File: src/noc_consts.svh
// constants for the nibble core execute block: apb offsets, field positions,
// opcode patterns and reset values; definitions only, included by bare name
`ifndef NOC_CONSTS_SVH
`define NOC_CONSTS_SVH

// ----------------------------------------------------------------------------
// register byte offsets
// ----------------------------------------------------------------------------
`define NOC_OFF_INSTR      8'h00
`define NOC_OFF_REGS       8'h04
`define NOC_OFF_CTRL       8'h08
`define NOC_OFF_RAM        8'h0c

// ----------------------------------------------------------------------------
// field positions
// ----------------------------------------------------------------------------
`define NOC_REGS_ACC_LSB   0
`define NOC_REGS_B_LSB     4
`define NOC_REGS_D_LSB     8
`define NOC_REGS_CARRY     12
`define NOC_REGS_SKIP      13
`define NOC_REGS_BUSY      14
`define NOC_REGS_CHAIN     15
`define NOC_CTRL_UPPER     0
`define NOC_CTRL_PTR_LSB   8

// ----------------------------------------------------------------------------
// opcode patterns (10-bit words) and their compare masks
// ----------------------------------------------------------------------------
`define NOC_MASK_NIB       10'h3f0
`define NOC_MASK_PAGE      10'h3c0
`define NOC_MASK_BIT       10'h3fc
`define NOC_MASK_FULL      10'h3ff
`define NOC_OPC_LOAD       10'h070
`define NOC_OPC_TABLE      10'h080
`define NOC_OPC_ADD_MEM    10'h00a
`define NOC_OPC_COMPL      10'h01c
`define NOC_OPC_ROTATE     10'h01d
`define NOC_OPC_SET_BIT    10'h05c
`define NOC_OPC_CLR_BIT    10'h04c
`define NOC_OPC_SKIP_BIT   10'h020
`define NOC_OPC_EQ_MEM     10'h026
`define NOC_OPC_EQ_IMM     10'h025

// ----------------------------------------------------------------------------
// reset values
// ----------------------------------------------------------------------------
`define NOC_RST_NIB        4'h0
`define NOC_RST_WORD       10'h000
`define NOC_RST_PTR        6'h00

`endif

File: src/noc_pkg.sv
// types shared by the execute core and its nibble alu
// assumes nothing beyond a sv-2012 compiler
package noc_pkg;

  // ----------------------------------------------------------------------------
  // sequencer states, one-hot
  // ----------------------------------------------------------------------------
  typedef enum logic [5:0] {
    noc_st_idle     = 6'h01,  // waiting for a word
    noc_st_exec     = 6'h02,  // one execute cycle
    noc_st_wait2    = 6'h04,  // waiting for the immediate of a compare
    noc_st_tab_push = 6'h08,  // pc pushed, rom addressed
    noc_st_tab_read = 6'h10,  // rom word lands in b and acc, and in d when upper_q is set
    noc_st_tab_pop  = 6'h20   // pc restored
  } noc_state_t;

  // ----------------------------------------------------------------------------
  // alu operations
  // ----------------------------------------------------------------------------
  typedef enum logic [3:0] {
    noc_op_nop, noc_op_load, noc_op_table, noc_op_add_mem, noc_op_complement,
    noc_op_rotate, noc_op_set_bit, noc_op_clear_bit, noc_op_skip_bit_zero,
    noc_op_skip_eq_mem, noc_op_cmp_imm_first, noc_op_cmp_imm_second
  } noc_op_t;

endpackage

File: src/noc_alu_if.sv
// carrier between the execute sequencer and the nibble alu
// assumes both ends sit on the same combinational path
`timescale 1ns/1ps
interface noc_alu_if;
  noc_pkg::noc_op_t op;       // operation for this cycle
  logic [3:0]       acc;      // accumulator now
  logic [3:0]       nib;      // ram nibble at the data pointer
  logic             carry;    // carry flag now
  logic [3:0]       imm;      // immediate field
  logic [1:0]       bit_sel;  // selected bit
  logic [3:0]       acc_n;    // new accumulator
  logic [3:0]       nib_n;    // new nibble
  logic             carry_n;  // new carry
  logic             wr_acc;   // accumulator updates
  logic             wr_nib;   // nibble updates
  logic             wr_carry; // carry updates
  logic             skip;     // next word is to be skipped

  modport core (output op, acc, nib, carry, imm, bit_sel,
                input  acc_n, nib_n, carry_n, wr_acc, wr_nib, wr_carry, skip);
  modport alu  (input  op, acc, nib, carry, imm, bit_sel,
                output acc_n, nib_n, carry_n, wr_acc, wr_nib, wr_carry, skip);
endinterface

File: src/noc_alu.sv
// combinational nibble alu for the execute core
// assumes the sequencer applies the results at its next clock edge
`timescale 1ns/1ps
module noc_alu (
  // operands and results
  noc_alu_if.alu alu_io
);

  // ----------------------------------------------------------------------------
  // result selection
  // ----------------------------------------------------------------------------
  // defaults keep every result stable so a nop touches nothing
  always_comb begin
    alu_io.acc_n    = alu_io.acc;
    alu_io.nib_n    = alu_io.nib;
    alu_io.carry_n  = alu_io.carry;
    alu_io.wr_acc   = 1'b0;
    alu_io.wr_nib   = 1'b0;
    alu_io.wr_carry = 1'b0;
    alu_io.skip     = 1'b0;
    case (alu_io.op)
      noc_pkg::noc_op_load: begin
        alu_io.acc_n  = alu_io.imm;
        alu_io.wr_acc = 1'b1;
      end
      noc_pkg::noc_op_add_mem: begin
        // sum wraps in four bits, carry left alone
        alu_io.acc_n  = alu_io.acc + alu_io.nib;
        alu_io.wr_acc = 1'b1;
      end
      noc_pkg::noc_op_complement: begin
        alu_io.acc_n  = ~alu_io.acc;
        alu_io.wr_acc = 1'b1;
      end
      noc_pkg::noc_op_rotate: begin
        // five-bit ring: carry into bit 3, bit 0 into carry
        alu_io.acc_n    = {alu_io.carry, alu_io.acc[3:1]};
        alu_io.carry_n  = alu_io.acc[0];
        alu_io.wr_acc   = 1'b1;
        alu_io.wr_carry = 1'b1;
      end
      noc_pkg::noc_op_set_bit: begin
        alu_io.nib_n = alu_io.nib | (4'h1 << alu_io.bit_sel);
        alu_io.wr_nib = 1'b1;
      end
      noc_pkg::noc_op_clear_bit: begin
        alu_io.nib_n = alu_io.nib & ~(4'h1 << alu_io.bit_sel);
        alu_io.wr_nib = 1'b1;
      end
      noc_pkg::noc_op_skip_bit_zero: begin
        alu_io.skip = ~alu_io.nib[alu_io.bit_sel];
      end
      noc_pkg::noc_op_skip_eq_mem: begin
        alu_io.skip = (alu_io.acc == alu_io.nib);
      end
      noc_pkg::noc_op_cmp_imm_second: begin
        alu_io.skip = (alu_io.acc == alu_io.imm);
      end
      default: begin
        alu_io.skip = 1'b0;  // nop, table and first compare word change nothing here
      end
    endcase
  end

endmodule

File: src/noc_op_execute.sv
// execute sequencer of a 4-bit core: register file, data ram and apb slave
// assumes a one-cycle synchronous program rom and a stack that honours
// single-cycle push and pop strobes, all on pclk
//
// Decided for this implementation: the APB register port and the register addresses.
`timescale 1ns/1ps
`include "noc_consts.svh"

// Operation
// - load immediate writes operand into accumulator
// - chained immediate loads: only the first acts
// - table read: high bits to b, low to acc
// - upper flag set: bits 9-8 also to d
// - table address: page, d bits, accumulator bits
// - table read pushes and restores pc once
// - add nibble to accumulator, carry kept
// - set selected bit of addressed nibble
// - clear selected bit of addressed nibble
// - skip next when selected bit is zero
// - two-word compare immediate, skip when equal
// - complement inverts the accumulator
// - rotate carry and accumulator right once
module noc_op_execute (
  // clock and reset
  input  wire logic        pclk,
  input  wire logic        presetn,
  // apb slave
  input  wire logic        psel,
  input  wire logic        penable,
  input  wire logic        pwrite,
  input  wire logic [7:0]  paddr,
  input  wire logic [31:0] pwdata,
  output logic      [31:0] prdata,
  output logic             pready,
  output logic             pslverr,
  // program rom
  output logic      [12:0] rom_addr,
  output logic             rom_rd,
  input  wire logic [9:0]  rom_data,
  // stack
  output logic             stack_push,
  output logic             stack_pop
);

  // ----------------------------------------------------------------------------
  // state
  // ----------------------------------------------------------------------------
  noc_pkg::noc_state_t state_q;     // sequencer
  logic [9:0]          instr_q;     // word under execution
  logic [3:0]          acc_q;       // accumulator
  logic [3:0]          b_q;         // register b
  logic [2:0]          d_q;         // register d
  logic                carry_q;     // carry flag
  logic                upper_q;     // upper_table_flag
  logic [5:0]          ptr_q;       // data_pointer
  logic                skip_q;      // next word is skipped
  logic                chain_q;     // last word was an unskipped load
  logic                second_q;    // next word is a compare operand
  logic [3:0]          ram_q [64];  // data ram nibbles
  logic [31:0]         prdata_q;
  logic                pready_q;
  logic                pslverr_q;
  logic [12:0]         rom_addr_q;
  logic                rom_rd_q;
  logic                push_q;
  logic                pop_q;

  noc_alu_if           alu_io ();   // alu carrier
  noc_pkg::noc_op_t    dec_op;      // decoded word
  logic                is_load;     // word matches the load pattern
  logic                can_take;    // writes accepted now
  logic                wr_edge;     // apb write completes this edge
  logic                issue;       // instruction word written
  logic [3:0]          nib;         // addressed_ram_nibble
  logic                in_exec;     // execute cycle

  assign nib     = ram_q[ptr_q];
  assign in_exec = (state_q == noc_pkg::noc_st_exec);
  // writes wait while the core is busy so no two updates share a cycle
  assign can_take = (state_q == noc_pkg::noc_st_idle) || (state_q == noc_pkg::noc_st_wait2);
  assign wr_edge  = psel && penable && pready_q && pwrite && !pslverr_q;
  assign issue    = wr_edge && (paddr == `NOC_OFF_INSTR);

  // ----------------------------------------------------------------------------
  // decode
  // ----------------------------------------------------------------------------
  // unknown patterns decode to nop
  assign is_load = ((instr_q & `NOC_MASK_NIB) == `NOC_OPC_LOAD);
  always_comb begin
    dec_op = noc_pkg::noc_op_nop;
    if (is_load) begin
      dec_op = noc_pkg::noc_op_load;
    end else if ((instr_q & `NOC_MASK_PAGE) == `NOC_OPC_TABLE) begin
      dec_op = noc_pkg::noc_op_table;
    end else if ((instr_q & `NOC_MASK_BIT) == `NOC_OPC_SET_BIT) begin
      dec_op = noc_pkg::noc_op_set_bit;
    end else if ((instr_q & `NOC_MASK_BIT) == `NOC_OPC_CLR_BIT) begin
      dec_op = noc_pkg::noc_op_clear_bit;
    end else if ((instr_q & `NOC_MASK_BIT) == `NOC_OPC_SKIP_BIT) begin
      dec_op = noc_pkg::noc_op_skip_bit_zero;
    end else if ((instr_q & `NOC_MASK_FULL) == `NOC_OPC_ADD_MEM) begin
      dec_op = noc_pkg::noc_op_add_mem;
    end else if ((instr_q & `NOC_MASK_FULL) == `NOC_OPC_COMPL) begin
      dec_op = noc_pkg::noc_op_complement;
    end else if ((instr_q & `NOC_MASK_FULL) == `NOC_OPC_ROTATE) begin
      dec_op = noc_pkg::noc_op_rotate;
    end else if ((instr_q & `NOC_MASK_FULL) == `NOC_OPC_EQ_MEM) begin
      dec_op = noc_pkg::noc_op_skip_eq_mem;
    end else if ((instr_q & `NOC_MASK_FULL) == `NOC_OPC_EQ_IMM) begin
      dec_op = noc_pkg::noc_op_cmp_imm_first;
    end
  end

  // ----------------------------------------------------------------------------
  // alu hookup
  // ----------------------------------------------------------------------------
  always_comb begin
    if (!in_exec) begin
      alu_io.op = noc_pkg::noc_op_nop;
    end else if (second_q) begin
      alu_io.op = noc_pkg::noc_op_cmp_imm_second;
    end else if (skip_q) begin
      alu_io.op = noc_pkg::noc_op_nop;
    end else if (is_load && chain_q) begin
      alu_io.op = noc_pkg::noc_op_nop;
    end else begin
      alu_io.op = dec_op;
    end
  end
  assign alu_io.acc     = acc_q;
  assign alu_io.nib     = nib;
  assign alu_io.carry   = carry_q;
  assign alu_io.imm     = instr_q[3:0];
  assign alu_io.bit_sel = instr_q[1:0];

  noc_alu u_alu (
    .alu_io (alu_io.alu)
  );

  // ----------------------------------------------------------------------------
  // sequencer and rom/stack strobes
  // ----------------------------------------------------------------------------
  // table read spans push, read and pop: three cycles after execute
  always_ff @(posedge pclk or negedge presetn) begin
    if (!presetn) begin
      state_q    <= noc_pkg::noc_st_idle;
      rom_addr_q <= 13'h0000;
      rom_rd_q   <= 1'b0;
      push_q     <= 1'b0;
      pop_q      <= 1'b0;
    end else begin
      rom_rd_q <= 1'b0;
      push_q   <= 1'b0;
      pop_q    <= 1'b0;
      case (state_q)
        noc_pkg::noc_st_idle, noc_pkg::noc_st_wait2: begin
          if (issue) begin
            state_q <= noc_pkg::noc_st_exec;
          end
        end
        noc_pkg::noc_st_exec: begin
          if (alu_io.op == noc_pkg::noc_op_table) begin
            state_q    <= noc_pkg::noc_st_tab_push;
            rom_addr_q <= {instr_q[5:0], d_q, acc_q};
            rom_rd_q   <= 1'b1;
            push_q     <= 1'b1;
          end else if (alu_io.op == noc_pkg::noc_op_cmp_imm_first) begin
            state_q <= noc_pkg::noc_st_wait2;
          end else begin
            state_q <= noc_pkg::noc_st_idle;
          end
        end
        noc_pkg::noc_st_tab_push: begin
          state_q <= noc_pkg::noc_st_tab_read;
        end
        noc_pkg::noc_st_tab_read: begin
          state_q <= noc_pkg::noc_st_tab_pop;
          pop_q   <= 1'b1;
        end
        default: begin
          state_q <= noc_pkg::noc_st_idle;
        end
      endcase
    end
  end

  // ----------------------------------------------------------------------------
  // word, skip, chain and operand tracking
  // ----------------------------------------------------------------------------
  // a skipped first compare word keeps skip set so its operand is skipped too
  always_ff @(posedge pclk or negedge presetn) begin
    if (!presetn) begin
      instr_q  <= `NOC_RST_WORD;
      skip_q   <= 1'b0;
      chain_q  <= 1'b0;
      second_q <= 1'b0;
    end else begin
      if (issue) begin
        instr_q <= pwdata[9:0];
      end
      if (in_exec) begin
        if (skip_q && !second_q) begin
          skip_q <= (dec_op == noc_pkg::noc_op_cmp_imm_first);
        end else begin
          skip_q <= alu_io.skip;
        end
        chain_q  <= is_load && !second_q && !skip_q;
        second_q <= (alu_io.op == noc_pkg::noc_op_cmp_imm_first);
      end
    end
  end

  // ----------------------------------------------------------------------------
  // core registers
  // ----------------------------------------------------------------------------
  // software writes land only while idle or in wait2, so they never meet an execute update
  always_ff @(posedge pclk or negedge presetn) begin
    if (!presetn) begin
      acc_q   <= `NOC_RST_NIB;
      b_q     <= `NOC_RST_NIB;
      d_q     <= 3'h0;
      carry_q <= 1'b0;
      upper_q <= 1'b0;
      ptr_q   <= `NOC_RST_PTR;
    end else if (state_q == noc_pkg::noc_st_tab_read) begin
      b_q   <= rom_data[7:4];
      acc_q <= rom_data[3:0];
      if (upper_q) begin
        d_q <= {1'b0, rom_data[9:8]};
      end
    end else if (in_exec) begin
      if (alu_io.wr_acc) begin
        acc_q <= alu_io.acc_n;
      end
      if (alu_io.wr_carry) begin
        carry_q <= alu_io.carry_n;
      end
    end else if (wr_edge && paddr == `NOC_OFF_REGS) begin
      acc_q   <= pwdata[`NOC_REGS_ACC_LSB +: 4];
      b_q     <= pwdata[`NOC_REGS_B_LSB +: 4];
      d_q     <= pwdata[`NOC_REGS_D_LSB +: 3];
      carry_q <= pwdata[`NOC_REGS_CARRY];
    end else if (wr_edge && paddr == `NOC_OFF_CTRL) begin
      upper_q <= pwdata[`NOC_CTRL_UPPER];
      ptr_q   <= pwdata[`NOC_CTRL_PTR_LSB +: 6];
    end
  end

  // ----------------------------------------------------------------------------
  // data ram
  // ----------------------------------------------------------------------------
  always_ff @(posedge pclk or negedge presetn) begin
    if (!presetn) begin
      for (int i = 0; i < 64; i++) begin
        ram_q[i] <= `NOC_RST_NIB;
      end
    end else if (in_exec && alu_io.wr_nib) begin
      ram_q[ptr_q] <= alu_io.nib_n;
    end else if (wr_edge && paddr == `NOC_OFF_RAM) begin
      ram_q[ptr_q] <= pwdata[3:0];
    end
  end

  // ----------------------------------------------------------------------------
  // apb response
  // ----------------------------------------------------------------------------
  // pready rises one cycle into the access phase; writes stall while busy
  always_ff @(posedge pclk or negedge presetn) begin
    if (!presetn) begin
      pready_q  <= 1'b0;
      pslverr_q <= 1'b0;
      prdata_q  <= 32'h0000_0000;
    end else if (psel && penable && !pready_q && (!pwrite || can_take)) begin
      pready_q  <= 1'b1;
      pslverr_q <= 1'b0;
      prdata_q  <= 32'h0000_0000;
      case (paddr)
        `NOC_OFF_INSTR: prdata_q[9:0] <= instr_q;
        `NOC_OFF_REGS: prdata_q[15:0] <= {chain_q, !can_take, skip_q, carry_q, 1'b0, d_q, b_q, acc_q};
        `NOC_OFF_CTRL: prdata_q[13:0] <= {ptr_q, 7'h00, upper_q};
        `NOC_OFF_RAM: prdata_q[3:0] <= nib;
        default: pslverr_q <= 1'b1;  // unmapped: error, zero data
      endcase
    end else begin
      pready_q  <= 1'b0;
      pslverr_q <= 1'b0;
    end
  end

  assign prdata     = prdata_q;
  assign pready     = pready_q;
  assign pslverr    = pslverr_q;
  assign rom_addr   = rom_addr_q;
  assign rom_rd     = rom_rd_q;
  assign stack_push = push_q;
  assign stack_pop  = pop_q;

  // ----------------------------------------------------------------------------
  // checks
  // ----------------------------------------------------------------------------
  logic [3:0] sum_now;  // sum the add would produce
  assign sum_now = acc_q + nib;
endmodule

File: config.mk
export PLATFORM = sky130hd
export DESIGN_NAME = noc_op_execute
export DESIGN_NICKNAME = d
export VERILOG_FILES = /design/src/noc_pkg.sv /design/src/noc_alu_if.sv /design/src/noc_alu.sv /design/src/noc_op_execute.sv
export VERILOG_INCLUDE_DIRS = /design/src
export SDC_FILE = /design/constraint.sdc
export NUM_CORES = 1
export LEC_CHECK = 0
export BUFFER_PORTS_ARGS = -buffer_cell sky130_fd_sc_hd__buf_2
export CORE_ASPECT_RATIO = 0.75
export CORE_MARGIN = 10
export CORE_UTILIZATION = 64
export CTS_CLUSTER_SIZE = 8
export DETAILED_ROUTE_END_ITERATION = 7
export HOLD_SLACK_MARGIN = 0.15
export PLACE_DENSITY = 0.84
export SETUP_SLACK_MARGIN = 0.02
export SYNTH_ARGS = -nofsm -noshare
export SYNTH_HDL_FRONTEND = slang
export SYNTH_SLANG_ARGS = --single-unit
File: constraint.sdc
create_clock -name pclk -period 9 [get_ports pclk]
set_input_delay 1.8 -clock pclk [delete_from_list [all_inputs] [get_ports pclk]]
set_output_delay 1.8 -clock pclk [all_outputs]
set_load 0.02 [all_outputs]
# Yosys cells after proc, flatten, opt, wreduce, memory -nomap -nowiden
# Cells that the tools add are included.
dict set report op_classes {
  add_sub_neg 1
  bitwise_logic 9
  n_reduce_logical 39
  mux 61
  n_eq_ne 39
  shift 1
  magnitude_cmp 3
}
# cell n
set op_table {}
lappend op_table {{bitwise mux 256 bit} 2}
lappend op_table {{2-to-1 mux 256 bit} 2}
lappend op_table {{2-to-1 mux 4 bit} 25}
lappend op_table {{case mux 4 bit (4 select lines)} 2}
lappend op_table {{binary-select mux 4 bit (select 6 bit)} 1}
lappend op_table {{demux 4 bit (select 6 bit)} 1}
lappend op_table {{equality test 8 x 4 -> 1 bit, second input constant} 3}
lappend op_table {{case mux 6 bit (4 select lines)} 1}
lappend op_table {{equality test 10 x 5 -> 1 bit, second input constant} 2}
lappend op_table {{equality test 10 x 6 -> 1 bit, second input constant} 2}
lappend op_table {{equality test 4 bit, second input constant} 5}
lappend op_table {{case mux 6 bit (3 select lines)} 1}
lappend op_table {{equality test 4 x 3 -> 1 bit, second input constant} 4}
lappend op_table {{equality test 8 x 5 -> 1 bit, second input constant} 2}
lappend op_table {{logical AND 1 bit} 16}
lappend op_table {{case mux 4 bit (2 select lines)} 2}
lappend op_table {{2-to-1 mux 1 bit} 15}
lappend op_table {{2-to-1 mux 3 bit} 5}
lappend op_table {{equality test 4 x 2 -> 1 bit, second input constant} 3}
lappend op_table {{equality test 6 x 3 -> 1 bit, second input constant} 2}
lappend op_table {{equality test 10 x 4 -> 1 bit, second input constant} 1}
lappend op_table {{equality test 4 bit} 2}
lappend op_table {{equality test 8 x 3 -> 1 bit, second input constant} 1}
lappend op_table {{zero test 8 bit} 1}
lappend op_table {{other kinds (32)} 52}
dict set report word_totals {
  in_bits 55
  output_inout_bits 50
  wordCells 234
  reg_bits 327
}

# Logic depth before layout (Yosys ltp)
# Gate-level depths: netlist of the first run.
dict set report depth {
  word_depth 21
  depth_mapped 18
  mapped_depth_nobuf 14
}

# By module
# A second synthesis of the first run with hierarchy kept.
dict set report hier_totals {
  hier_cells 1620
  area_unflattened_um2 15845.2
}
# module instances area_per_inst_um2 cells_per_inst seq_area_each_um2
set modules_own_cells {}
lappend modules_own_cells {noc_op_execute 1 15250.9 1542 8184.1}
lappend modules_own_cells {noc_alu 1 594.3 78 0.0}

# Worst setup path after synthesis of the first run
# OpenSTA, ideal clock, no wires.
dict set report synth_path {
  path_type {in2reg}
  startpoint {input paddr[5]}
  endpoint {register ram_q[11] (netlist bit)}
  path_slack_ns 4.767
  t_arrival_ns 4.109
  t_required_ns 8.875
  path_buffers 0
  stages 7
  setup_time_ns 0.125
  path_cell_list {or4_1 -> nor3_1 -> nand4_1 -> a21oi_1 -> nand3_1 -> nor2_1 -> mux2_2}
}
dict set report synth_via {
  elab_chain_len 3
}
# element line_no
set synth_rtl {}
lappend synth_rtl {{start: declaration} noc_op_execute.sv:31} ;# input wire logic [7:0] paddr,
lappend synth_rtl {{equality test 8 x 4 -> 1 bit} n/a}
lappend synth_rtl {{logical AND 1 bit (no line)} n/a}
lappend synth_rtl {{nonzero test 2 bit (no line)} n/a}
lappend synth_rtl {{end signal: indexed assignment} noc_op_execute.sv:255} ;# ram_q[i] <= `NOC_RST_NIB;
lappend synth_rtl {{end signal: indexed assignment} noc_op_execute.sv:258} ;# ram_q[ptr_q] <= alu_io.nib_n;
lappend synth_rtl {{end signal: indexed assignment} noc_op_execute.sv:260} ;# ram_q[ptr_q] <= pwdata[3:0];
lappend synth_rtl {{end: declaration} noc_op_execute.sv:59} ;# logic [3:0] ram_q [64];
# No other way between the ends.
# A chain may end at the register's enable or synchronous reset.

# Worst setup path after layout of the first run
dict set report layout_path {
  startpoint {register ptr_q[2]}
  endpoint {register acc_q[3]}
}
dict set report layout_via {
  elab_chain_len 9
}
# element line_no
set layout_rtl {}
lappend layout_rtl {{start: declaration} noc_op_execute.sv:55} ;# logic [5:0] ptr_q;
lappend layout_rtl {{start signal: assignment} noc_op_execute.sv:224} ;# ptr_q <= `NOC_RST_PTR;
lappend layout_rtl {{start signal: assignment} noc_op_execute.sv:245} ;# ptr_q <= pwdata[`NOC_CTRL_PTR_LSB +: 6];
lappend layout_rtl {{NOT 6 -> 7 bit (implied by the code)} noc_op_execute.sv:77} ;# assign nib = ram_q[ptr_q];
lappend layout_rtl {{binary-select mux 4 bit (select 6 bit)} noc_op_execute.sv:77}
lappend layout_rtl {{2-to-1 mux 4 bit (implied by the code) (2 in series)} noc_op_execute.sv:77}
lappend layout_rtl {{adder 4 bit} n/a}
lappend layout_rtl {{case mux 4 bit (4 select lines)} noc_alu.sv:21} ;# case (alu_io.op)
lappend layout_rtl {{2-to-1 mux 4 bit} noc_op_execute.sv:232} ;# if (alu_io.wr_acc) begin
lappend layout_rtl {{2-to-1 mux 4 bit} noc_op_execute.sv:231} ;# end else if (in_exec) begin
lappend layout_rtl {{2-to-1 mux 4 bit} noc_op_execute.sv:225} ;# end else if (state_q == noc_pkg::noc_st_tab_read) begin
lappend layout_rtl {{end signal: assignment} noc_op_execute.sv:227} ;# acc_q <= rom_data[3:0];
lappend layout_rtl {{end signal: assignment} noc_op_execute.sv:233} ;# acc_q <= alu_io.acc_n;
lappend layout_rtl {{end signal: assignment} noc_op_execute.sv:239} ;# acc_q <= pwdata[`NOC_REGS_ACC_LSB +: 4];
lappend layout_rtl {{end: declaration} noc_op_execute.sv:50} ;# logic [3:0] acc_q;
# No other way between the ends. The select of a mux whose other input is x is not followed.

==> results of run 1 <==
==> sequential cells by signal, indices dropped and copies added (netlist names), 4 cells and up <==
| signal | count |
|---|---|
| acc_q | 4 |
| b_q | 4 |
| instr_q | 10 |
| prdata | 16 |
| ptr_q | 6 |
| ram_q | 256 |
| rom_addr | 13 |
| state_q | 6 |
==> area by class of cell <==
| cell class | instances | area, um2 |
|---|---|---|
| sequential | 327 | 8190 |
| multi-input combinational | 873 | 7430 |
| fill | 1624 | 7117 |
| clock buffer | 59 | 1264 |
| timing repair buffer | 82 | 462.9 |
| tap | 338 | 422.9 |
| inverter | 20 | 75.07 |
==> cell usage after synthesis (19+ instances only) <==
master    instances  area (um2)
dfrtp_1         326        8158
mux2_2          287        3232
nand2_1         122       457.9
nor2_1           76       285.3
mux2i_1          38       380.4
mux4_2           38       855.8
clkbuf_1         37       138.9
o21ai_0          37       185.2
a21oi_1          29       145.1
buf_2            23       115.1
buf_4            19       142.6
inv_1            19       71.32
==> routing by layer <==
| metal | up-vias | track usage, % | part of all wire, % | routed length (um) |
|---|---|---|---|---|
| met4 | 0 | 8.859 | 2.3 | 983 |
| met3 | 104 | 8.456 | 12 | 5028 |
| li1 | 4804 | - | - | - |
| met1 | 5849 | 37.87 | 42 | 17860 |
| met5 | - | 0 | 0 | 0 |
| met2 | 642 | 39.00 | 44 | 18730 |
==> power groups by stage <==
stage / logic, mW / registers (mW) / clock network, mW
final: 0.0913 / 1.48 / 1.56
after floorplan: 0.0466 / 1.50 / 0
after global routing: 0.101 / 1.48 / 1.64
after global placement: 0.0886 / 1.50 / 0
after detailed placement: 0.0904 / 1.50 / 0
after CTS: 0.0911 / 1.48 / 1.57
==> critical path, delay by kind of cell, from the launching register on <==
| kind | cells | cell delay, ns |
|---|---|---|
| AOI/OAI and AO/OA | 6 | 1.09 |
| adders and majority gates | 1 | 0.32 |
| buffers and inverters | 1 | 0.57 |
| and+or+nand+nor | 4 | 2.03 |
| xor gates and xnor gates | 2 | 0.33 |
| DFF | 1 | 0.91 |
==> cells by family after synthesis <==
family                     after synthesis  share of synthesized area (%)
muxes                                  375                          28.67
DFF                                    327                          50.51
and+or+nand+nor                        300                          8.889
AOI/OAI and AO/OA                      171                          7.128
buffers and inverters                  122                          4.047
xor gates and xnor gates                 7                         0.3784
adders and majority gates                4                         0.3553
other                                    1                        0.02315
==> worst min path at each step <==
stage / startpoint / slack, ns / to / cells after the start
floorplan: ram_q[213] / 0.46 / ram_q[213] / 1
global placement: prdata[0] / 0.45 / prdata[0] / 2
detailed placement: prdata[0] / 0.45 / prdata[0] / 2
CTS: prdata[0] / 0.46 / prdata[0] / 2
global route: prdata[1] / 0.50 / prdata[1] / 2
finish: prdata[0] / 0.46 / prdata[0] / 2
==> metrics by stage <==
stage / hold WS, ns / utilization [%]
floorplan: 0.4594 / -
global placement: 0.4487 / 66.43
detailed placement: 0.4535 / 66.43
CTS: 0.4639 / 71.49
global route: 0.5027 / 71.49
finish: 0.4614 / 71.49
==> results.cfg, run 1 <==
[critical_path]
arrival_ns = 5.84
end_kind = flop
rr_worst_depth = 14
worstPathCellList = buf_4 -> nor2b_1 -> a22oi_1 -> and3_1 -> nor4_2 -> nand4_2 -> ha_1 -> a21o_1 -> a21oi_1 -> xor2_1 -> xnor2_1 -> o211ai_1 -> o211ai_1 -> a21oi_1
start_kind = flop
crit_type = reg2reg
crit_path_top_delay_cell = nor2b_1
rr_startpoint = ptr_q[2]
cp-startpoint = ptr_q[2]
setup.worst_path.end = acc_q[3]
cp.required_ns = 9.46
reg2reg_slack_ns = 3.62
timing.rr.end = acc_q[3]
max_stage_delay_ns = 1.02
crit_fanout = 36

[sta]
setup_violations = 0
fmax_mhz = 185.8
period_minus_slack_ns = 5.381
tightest_slew_ns = 1.225
finalHoldViolCount = 0
slew_viol_final = 0
clock_skew_ns = 0.01441
rsz0062_at_grt = no
period_share_pct = 59.79
setup_tns_ns = 0
max_slew_margin_pct = 18.36
setup_ws_ns = 3.619

[final_layout]
final_common_cell = dfrtp_1
design_area_um2 = 17840
final_nets = 1409
num_antenna_cells = 0
final_cell_mix = dfrtp_1 (323), mux2_2 (287), nand2_1 (122)
drive_gt1_share_pct = 35.78
syn2layout_area_growth_pct = 10.14
fin_cells = 1699

[cts]
cts.path.max_buffers = 3
cts_tree = yes
cts-root-buf = clkbuf_16
htreeDepth = 2
insertion_delay_ns = 0.55
postCtsSetupRepairBufs = 0
cts_buffers = 46
cts_num_sinks = 327
cts_resized = 0
postCtsHoldBufs = 0
clk_pin_slew_ns = 0.05

[power_and_ir_drop]
p_per_area_nw_per_um2 = 175.5
switching_share_pct = 21.64
clkPwrFrac_pct = 49.9
p_comb_share_pct = 2.9
netSwitchingPower_uw = 677.5
p_leak_nw = 8.776
p_int_mw = 2.454
p_seq_share_pct = 47.2
max-vdd-ir-drop_v = 0.0001783
power_mw = 3.131

[synthesis]
yosysSeqAreaShare_pct = 50.51
ys_types = 79
syn_area_um2 = 16200
synthFlopType = dfrtp_1
synth-seq-cells = 327
async_flop_share_pct = 100.0
postSynthAreaPerCell_um2 = 12.40
synth_cells = 1307
synth_edf_count = 0
ys_warn_count = 0

[job]
maxCapViolations = 0

[grt]
grt_pass1_wl_um = 67760
overflow = 0
grt_pass1_vias = 11670
track_usage_pct = 26.95
grt_start_max_net_pins = 160
antenna_found_initial = 0

[floorplanning]
row_count = 50
pin_count = 105
core_region_area_um2 = 24960
die-area_um2 = 32150
die_h_um = 157.8
fp.dieW_um = 203.7
start_util_pct = 64.91

[drt]
wl_per_cell_um = 25.07
drtPass1Iterations = 6
viasPerCell = 6.709
drtIter0Drc = 1386
drc = 0
dr_total_vias = 11400
drtAntennaViolNets = 0
routed_wl_um = 42600

[hold_path]
hold_path_class = reg2reg

[place]
gp_congestion = 0.9866
post-place-ws_ns = 3.280
dp.cells = 1640
place_area_um2 = 16580
hpwl_um = 27550
portBuffers = 70

[outcome]
outcome = complete, no violations
No activity file was read; power rests on OpenSTA's default activity.
==> inputs of run 2 (changes only) <==
--- a/config.mk
+++ b/config.mk
@@ -9,11 +9,11 @@
 export BUFFER_PORTS_ARGS = -buffer_cell sky130_fd_sc_hd__buf_2
 export CORE_ASPECT_RATIO = 0.75
 export CORE_MARGIN = 10
-export CORE_UTILIZATION = 64
+export CORE_UTILIZATION = 61
 export CTS_CLUSTER_SIZE = 8
 export DETAILED_ROUTE_END_ITERATION = 7
 export HOLD_SLACK_MARGIN = 0.15
-export PLACE_DENSITY = 0.84
+export PLACE_DENSITY = 0.8
 export SETUP_SLACK_MARGIN = 0.02
 export SYNTH_ARGS = -nofsm -noshare
 export SYNTH_HDL_FRONTEND = slang
==> constraint.sdc (replaced) <==
create_clock -name pclk -period 5.34 [get_ports pclk]
set_input_delay 1.068 -clock pclk [delete_from_list [all_inputs] [get_ports pclk]]
set_output_delay 1.068 -clock pclk [all_outputs]
set_load 0.02 [all_outputs]
==> run 2 against run 1 <==
Compared with the run above:
- cell count rose by 1.2%
- cell area grew 0.74%
- global-route usage shrank 1.3 points
- power rose by 68%
- highest routed layer unchanged
==> results.cfg, run 2 (same netlist as run 1, synthesis figures left out) <==
[floorplanning]
fp.dieW_um = 208.2
die_h_um = 161.1
core_region_area_um2 = 26040
row_count = 51
pin_count = 105
die-area_um2 = 33550
start_util_pct = 62.23

[sta]
setup_tns_ns = 0
max_slew_margin_pct = 29.12
clock_skew_ns = 0.02523
rsz0062_at_grt = no
fmax_mhz = 222.4
period_share_pct = 84.19
tightest_slew_ns = 1.061
setup_violations = 0
finalHoldViolCount = 0
slew_viol_final = 0
period_minus_slack_ns = 4.496
holdWs_ns = 0.4596

[power_and_ir_drop]
p_per_area_nw_per_um2 = 292.3
power_mw = 5.255
p_leak_nw = 8.852
max-vdd-ir-drop_v = 0.0002405

[cts]
cts_num_sinks = 327
htreeDepth = 2
clk_pin_slew_ns = 0.05
cts_resized = 0
cts_tree = yes
cts_buffers = 46
postCtsSetupRepairBufs = 0
cts-root-buf = clkbuf_16
postCtsHoldBufs = 0
insertion_delay_ns = 0.56
cts.path.max_buffers = 3

[job]
maxCapViolations = 0

[place]
dp.cells = 1662
gp_congestion = 0.9556
portBuffers = 70
hpwl_um = 28070

[critical_path]
start_kind = flop
end_kind = flop
cp.required_ns = 5.79
cp-startpoint = ptr_q[0]
crit_fanout = 24
crit_type = reg2reg
arrival_ns = 4.95
rr_startpoint = ptr_q[0]

[final_layout]
regMostFlops = ram_q
num_antenna_cells = 0
syn2layout_area_growth_pct = 10.95
largest_reg_flops = 256
final_nets = 1425
final_common_cell = dfrtp_1
drive_gt1_share_pct = 36.56
final_cell_mix = dfrtp_1 (323), mux2_2 (287), nand2_1 (122)
fin_cells = 1720

[drt]
drtPass1Iterations = 7
met3WireLength_um = 4416
drc = 0
met2_length_um = 19060
highest_layer = met4
wl_met1_um = 18550
dr_total_vias = 11380
drtIter0Drc = 1370
routed_wl_um = 43270
drtAntennaViolNets = 0
viasPerCell = 6.613
wl_per_cell_um = 25.16

[grt]
grt_start_max_net_pins = 126
grt_pass1_vias = 11520
grt_pass1_wl_um = 68370
overflow = 0
track_usage_pct = 25.62
antenna_found_initial = 0

[outcome]
outcome = complete, no violations

[hold_path]
hold_path_class = reg2reg
worstHoldStart = prdata[0]
==> run 2: cell types whose count changed in the layout (fill, tap and decap cells not counted) <==
cell and change:
clkinv_8 +2, clkbuf_16 -2, buf_12 +2, clkbuf_1 -1
buf_4 +14
==> run 2: routing by layer <==
layer / up-vias / track usage (%)
met5: - / 0
met4: 0 / 8.511
met3: 115 / 7.342
met2: 623 / 36.87
met1: 5794 / 36.54
li1: 4843 / -
==> run 2: path summary, 6_finish.rpt <==
path / to / slack, ns / cells past startpoint
worst max-delay path: acc_q[1] / 0.84 / 13
worst min-delay path: prdata[0] / 0.46 / 2
worst max register to register: acc_q[1] / 0.84 / 13
worst min register to register: prdata[0] / 0.46 / 2
max in group asynchronous: ram_q[70] / 3.66 / 2
min in group asynchronous: ram_q[33] / 0.60 / 1
==> run 2: report_power, final <==
group	leakage (nW)	switching (mW)	total, mW	internal (mW)
Sequential	4.55	0.00522	2.49	2.49
Clock	0.604	1.04	2.61	1.56
Combinational	3.70	0.125	0.158	0.0332
Total	8.85	1.17	5.26	4.08
==> run 2: stage by stage <==
stage	cell area [um2]	util, %	setup slack [ns]
3_3_place_gp	16730	64.27	1.081
6_report	17980	69.05	0.8444
5_1_grt	17980	69.05	0.7321
4_1_cts	17980	69.05	0.9469
3_5_place_dp	16730	64.27	1.019
2_1_floorplan	16260	-	1.839
==> run 2: layout make-up <==
cell class	count	area [um2]
clock buffers	56	1210
multi-input cells	873	7430
clock inverters	2	32.53
repair buffers	98	608.1
fillers	1812	8059
flip-flops and latches	327	8190
inverters	20	75.07
well taps	344	430.4
==> run 2: worst max-delay path, cell delays in order (launching register included) <==
cell	delay [ns]
dfrtp_2	0.65
buf_4	0.32
nor2b_1	0.83
a22oi_1	0.20
and3_1	0.24
nor4_2	0.40
nand4_2	0.30
ha_1	0.30
inv_1	0.08
fa_1	0.42
nor2_1	0.12
a221o_1	0.13
a221oi_1	0.08
o31ai_1	0.29
==> inputs of run 3 (changes only) <==
--- a/config.mk
+++ b/config.mk
@@ -6,14 +6,15 @@
 export SDC_FILE = /design/constraint.sdc
 export NUM_CORES = 1
 export LEC_CHECK = 0
+export ABC_AREA = 1
 export BUFFER_PORTS_ARGS = -buffer_cell sky130_fd_sc_hd__buf_2
 export CORE_ASPECT_RATIO = 0.75
 export CORE_MARGIN = 10
-export CORE_UTILIZATION = 61
+export CORE_UTILIZATION = 62
 export CTS_CLUSTER_SIZE = 8
 export DETAILED_ROUTE_END_ITERATION = 7
 export HOLD_SLACK_MARGIN = 0.15
-export PLACE_DENSITY = 0.8
+export PLACE_DENSITY = 0.81
 export SETUP_SLACK_MARGIN = 0.02
 export SYNTH_ARGS = -nofsm -noshare
 export SYNTH_HDL_FRONTEND = slang
==> constraint.sdc (replaced) <==
create_clock -name pclk -period 4.4 [get_ports pclk]
set_input_delay 0.88 -clock pclk [delete_from_list [all_inputs] [get_ports pclk]]
set_output_delay 0.88 -clock pclk [all_outputs]
set_load 0.02 [all_outputs]
==> run 3 against run 2 <==
Compared with the run above:
- power increased by 26%
- register-to-register slack got worse by 0.11 ns
- global-route usage is 1.6 points higher
- clock skew about the same
- setup slack got worse by 0.11 ns
- cell area grew 5.5%
- cell count increased by 63%
- critical path depth up 8
- sequential power is 24% higher
- utilization up 0.66 points
- worst hold slack lost 0.050 ns
==> results.cfg, run 3 <==
[synthesis]
yosysSeqAreaShare_pct = 47.44
ys_types = 50
synth_edf_count = 0
yosysMostFrequentCell = nand2_1
yosys.area.top_type_share_pct = 47.29
synthTopCellsByArea = dfrtp_1 (47%), nand2_1 (19%), inv_1 (6.1%)
yosysTopAreaCell = dfrtp_1
async_flop_share_pct = 100.0
ys_warn_count = 0
synth-seq-cells = 327
synthFlopType = dfrtp_1
syn_area_um2 = 17250
postSynthAreaPerCell_um2 = 7.248
synth_cells = 2380
synth_common_cells = nand2_1 (896), dfrtp_1 (326), inv_1 (280)

[cts]
clk_pin_slew_ns = 0.05
postCtsHoldBufs = 0
cts-root-buf = clkbuf_16
cts_buffers = 46
postCtsSetupRepairBufs = 0
cts_num_sinks = 327
insertion_delay_ns = 0.56
htreeDepth = 2
cts_tree = yes
cts.path.max_buffers = 3
cts_resized = 0

[sta]
period_minus_slack_ns = 3.669
finalHoldViolCount = 0
rsz0062_at_grt = no
setup_tns_ns = 0
fmax_mhz = 272.6
setup_violations = 0
slew_viol_final = 0
setup_ws_ns = 0.7313
clock_skew_ns = 0.02503
tightest_slew_ns = 0.9962
max_slew_margin_pct = 33.33
period_share_pct = 83.38

[grt]
track_usage_pct = 27.18
antenna_found_initial = 0
overflow = 0
grt_pass1_wl_um = 76290
grt_pass1_vias = 14550
grt_start_max_net_pins = 118

[floorplanning]
start_util_pct = 63.43
die-area_um2 = 34960
pin_count = 105
fp.dieW_um = 212.6
core_region_area_um2 = 27200
die_h_um = 164.5
row_count = 52

[place]
post-place-ws_ns = 0.8654
hpwl_um = 31030
gp_congestion = 1.001
portBuffers = 70
dp.cells = 2737
place_area_um2 = 17730

[power_and_ir_drop]
switching_share_pct = 23.72
p_seq_share_pct = 46.7
netSwitchingPower_mw = 1.567
p_int_mw = 5.039
p_comb_share_pct = 5.6
p_per_area_nw_per_um2 = 348.5
clkPwrFrac_pct = 47.7
p_leak_nw = 9.826
max-vdd-ir-drop_v = 0.0002713

[drt]
dr_total_vias = 15460
drtAntennaViolNets = 0
drc = 0
drtIter0Drc = 1896
routed_wl_um = 47640
wl_per_cell_um = 17.04
drtPass1Iterations = 7
viasPerCell = 5.530

[final_layout]
largest_reg_flops = 256
multi_input_area_um2 = 7331
final_nets = 2493
fin_cells = 2796
syn2layout_area_growth_pct = 9.893
num_antenna_cells = 0
regMostFlops = ram_q
regArea_um2 = 8189
final_cell_mix = nand2_1 (896), dfrtp_1 (324), inv_1 (280)
drive_gt1_share_pct = 7.894
fillerInstances = 2254
final_common_cell = nand2_1
design_area_um2 = 18960

[critical_path]
end_kind = flop
crit_type = reg2reg
crit_fanout = 79
start_kind = flop
arrival_ns = 4.12
cp.required_ns = 4.85

[job]
maxCapViolations = 0

[outcome]
outcome = complete, no violations

[hold_path]
hold_path_class = in2async
run 3: changes by cell type in the layout (fill, tap and decap cells not counted), moves of 35 or more:
cell,delta
a21oi_1,+122
inv_1,+261
mux2_2,-287
mux2i_1,-35
mux4_2,-38
nand2_1,+774
nor2_1,+162
o21ai_0,+139
o21ai_1,+57
run 3: metrics by stage:
step / util (%) / power [mW] / hold WS (ns)
after CTS: 69.70 / 6.634 / 0.4713
after global routing: 69.70 / 6.801 / 0.4902
after detailed placement: 65.20 / 3.501 / 0.4581
after floorplan: - / 3.339 / 0.4534
final: 69.70 / 6.606 / 0.4100
after global placement: 65.20 / 3.491 / 0.4565
run 3: per-layer routing:
layer | wire (um) | vias to the layer above | global-route usage, %
met1 | 20910 | 7245 | 38.85
li1 | - | 7460 | -
met4 | 809 | 0 | 6.831
met3 | 5244 | 78 | 7.614
met5 | 0 | - | 0
met2 | 20680 | 679 | 40.04
run 3: cell families after synthesis:
logic type      count (synthesis)  share of synthesized area [%]
other cells                     1                        0.02174
xor+xnor                        3                         0.1523
simple gates                 1232                          28.89
mux                             3                         0.1741
fa+ha+maj                       4                         0.3337
compound gates                414                          12.60
buf+inv                       396                          10.39
flops                         327                          47.44
run 3: worst max-delay path, cell delays in order, from the launching register on:
cell and delay, ns:
dfrtp_4 0.66, buf_12 0.35, o21ai_0 0.16, nand2_1 0.08, nand2_1 0.12, nand2_1 0.08
nand2_1 0.06, nand2_1 0.06, nand2_1 0.05, nor2_1 0.30, nand2_2 0.20, ha_1 0.37
a21oi_1 0.14, nand2_1 0.08, xor2_1 0.16, nand3_1 0.10, nand3_1 0.14, nand2_1 0.06
o21ai_0 0.16, nand2_1 0.08, nand2_1 0.06, nand2_1 0.04
run 3: worst paths after layout:
path,start,end,slack (ns),cells after the start
setup / recovery,ptr_q[0],acc_q[3],0.73,21
hold / removal,presetn,ram_q[19],0.41,1
setup reg to reg,ptr_q[0],acc_q[3],0.73,21
hold reg to reg,prdata[7],prdata[7],0.47,2
max in group asynchronous,presetn,state_q[0],2.92,2
min in group pclk,prdata[7],prdata[7],0.47,2
run 3: layout make-up:
cell class	instances	area share, %
clock inverters	1	0.04620
well taps	351	2.317
multi-input cells	1672	38.67
repair buffers	97	3.564
clock buffers	58	6.422
flip-flops and latches	327	43.20
inverters	290	5.782
run 3: power by group through the flow:
stage / clock network, mW / registers [mW] / logic, mW
after floorplan: 0 / 3.15 / 0.193
after global placement: 0 / 3.13 / 0.364
after detailed placement: 0 / 3.13 / 0.371
after CTS: 3.18 / 3.08 / 0.373
after global routing: 3.31 / 3.08 / 0.411
final: 3.15 / 3.08 / 0.373
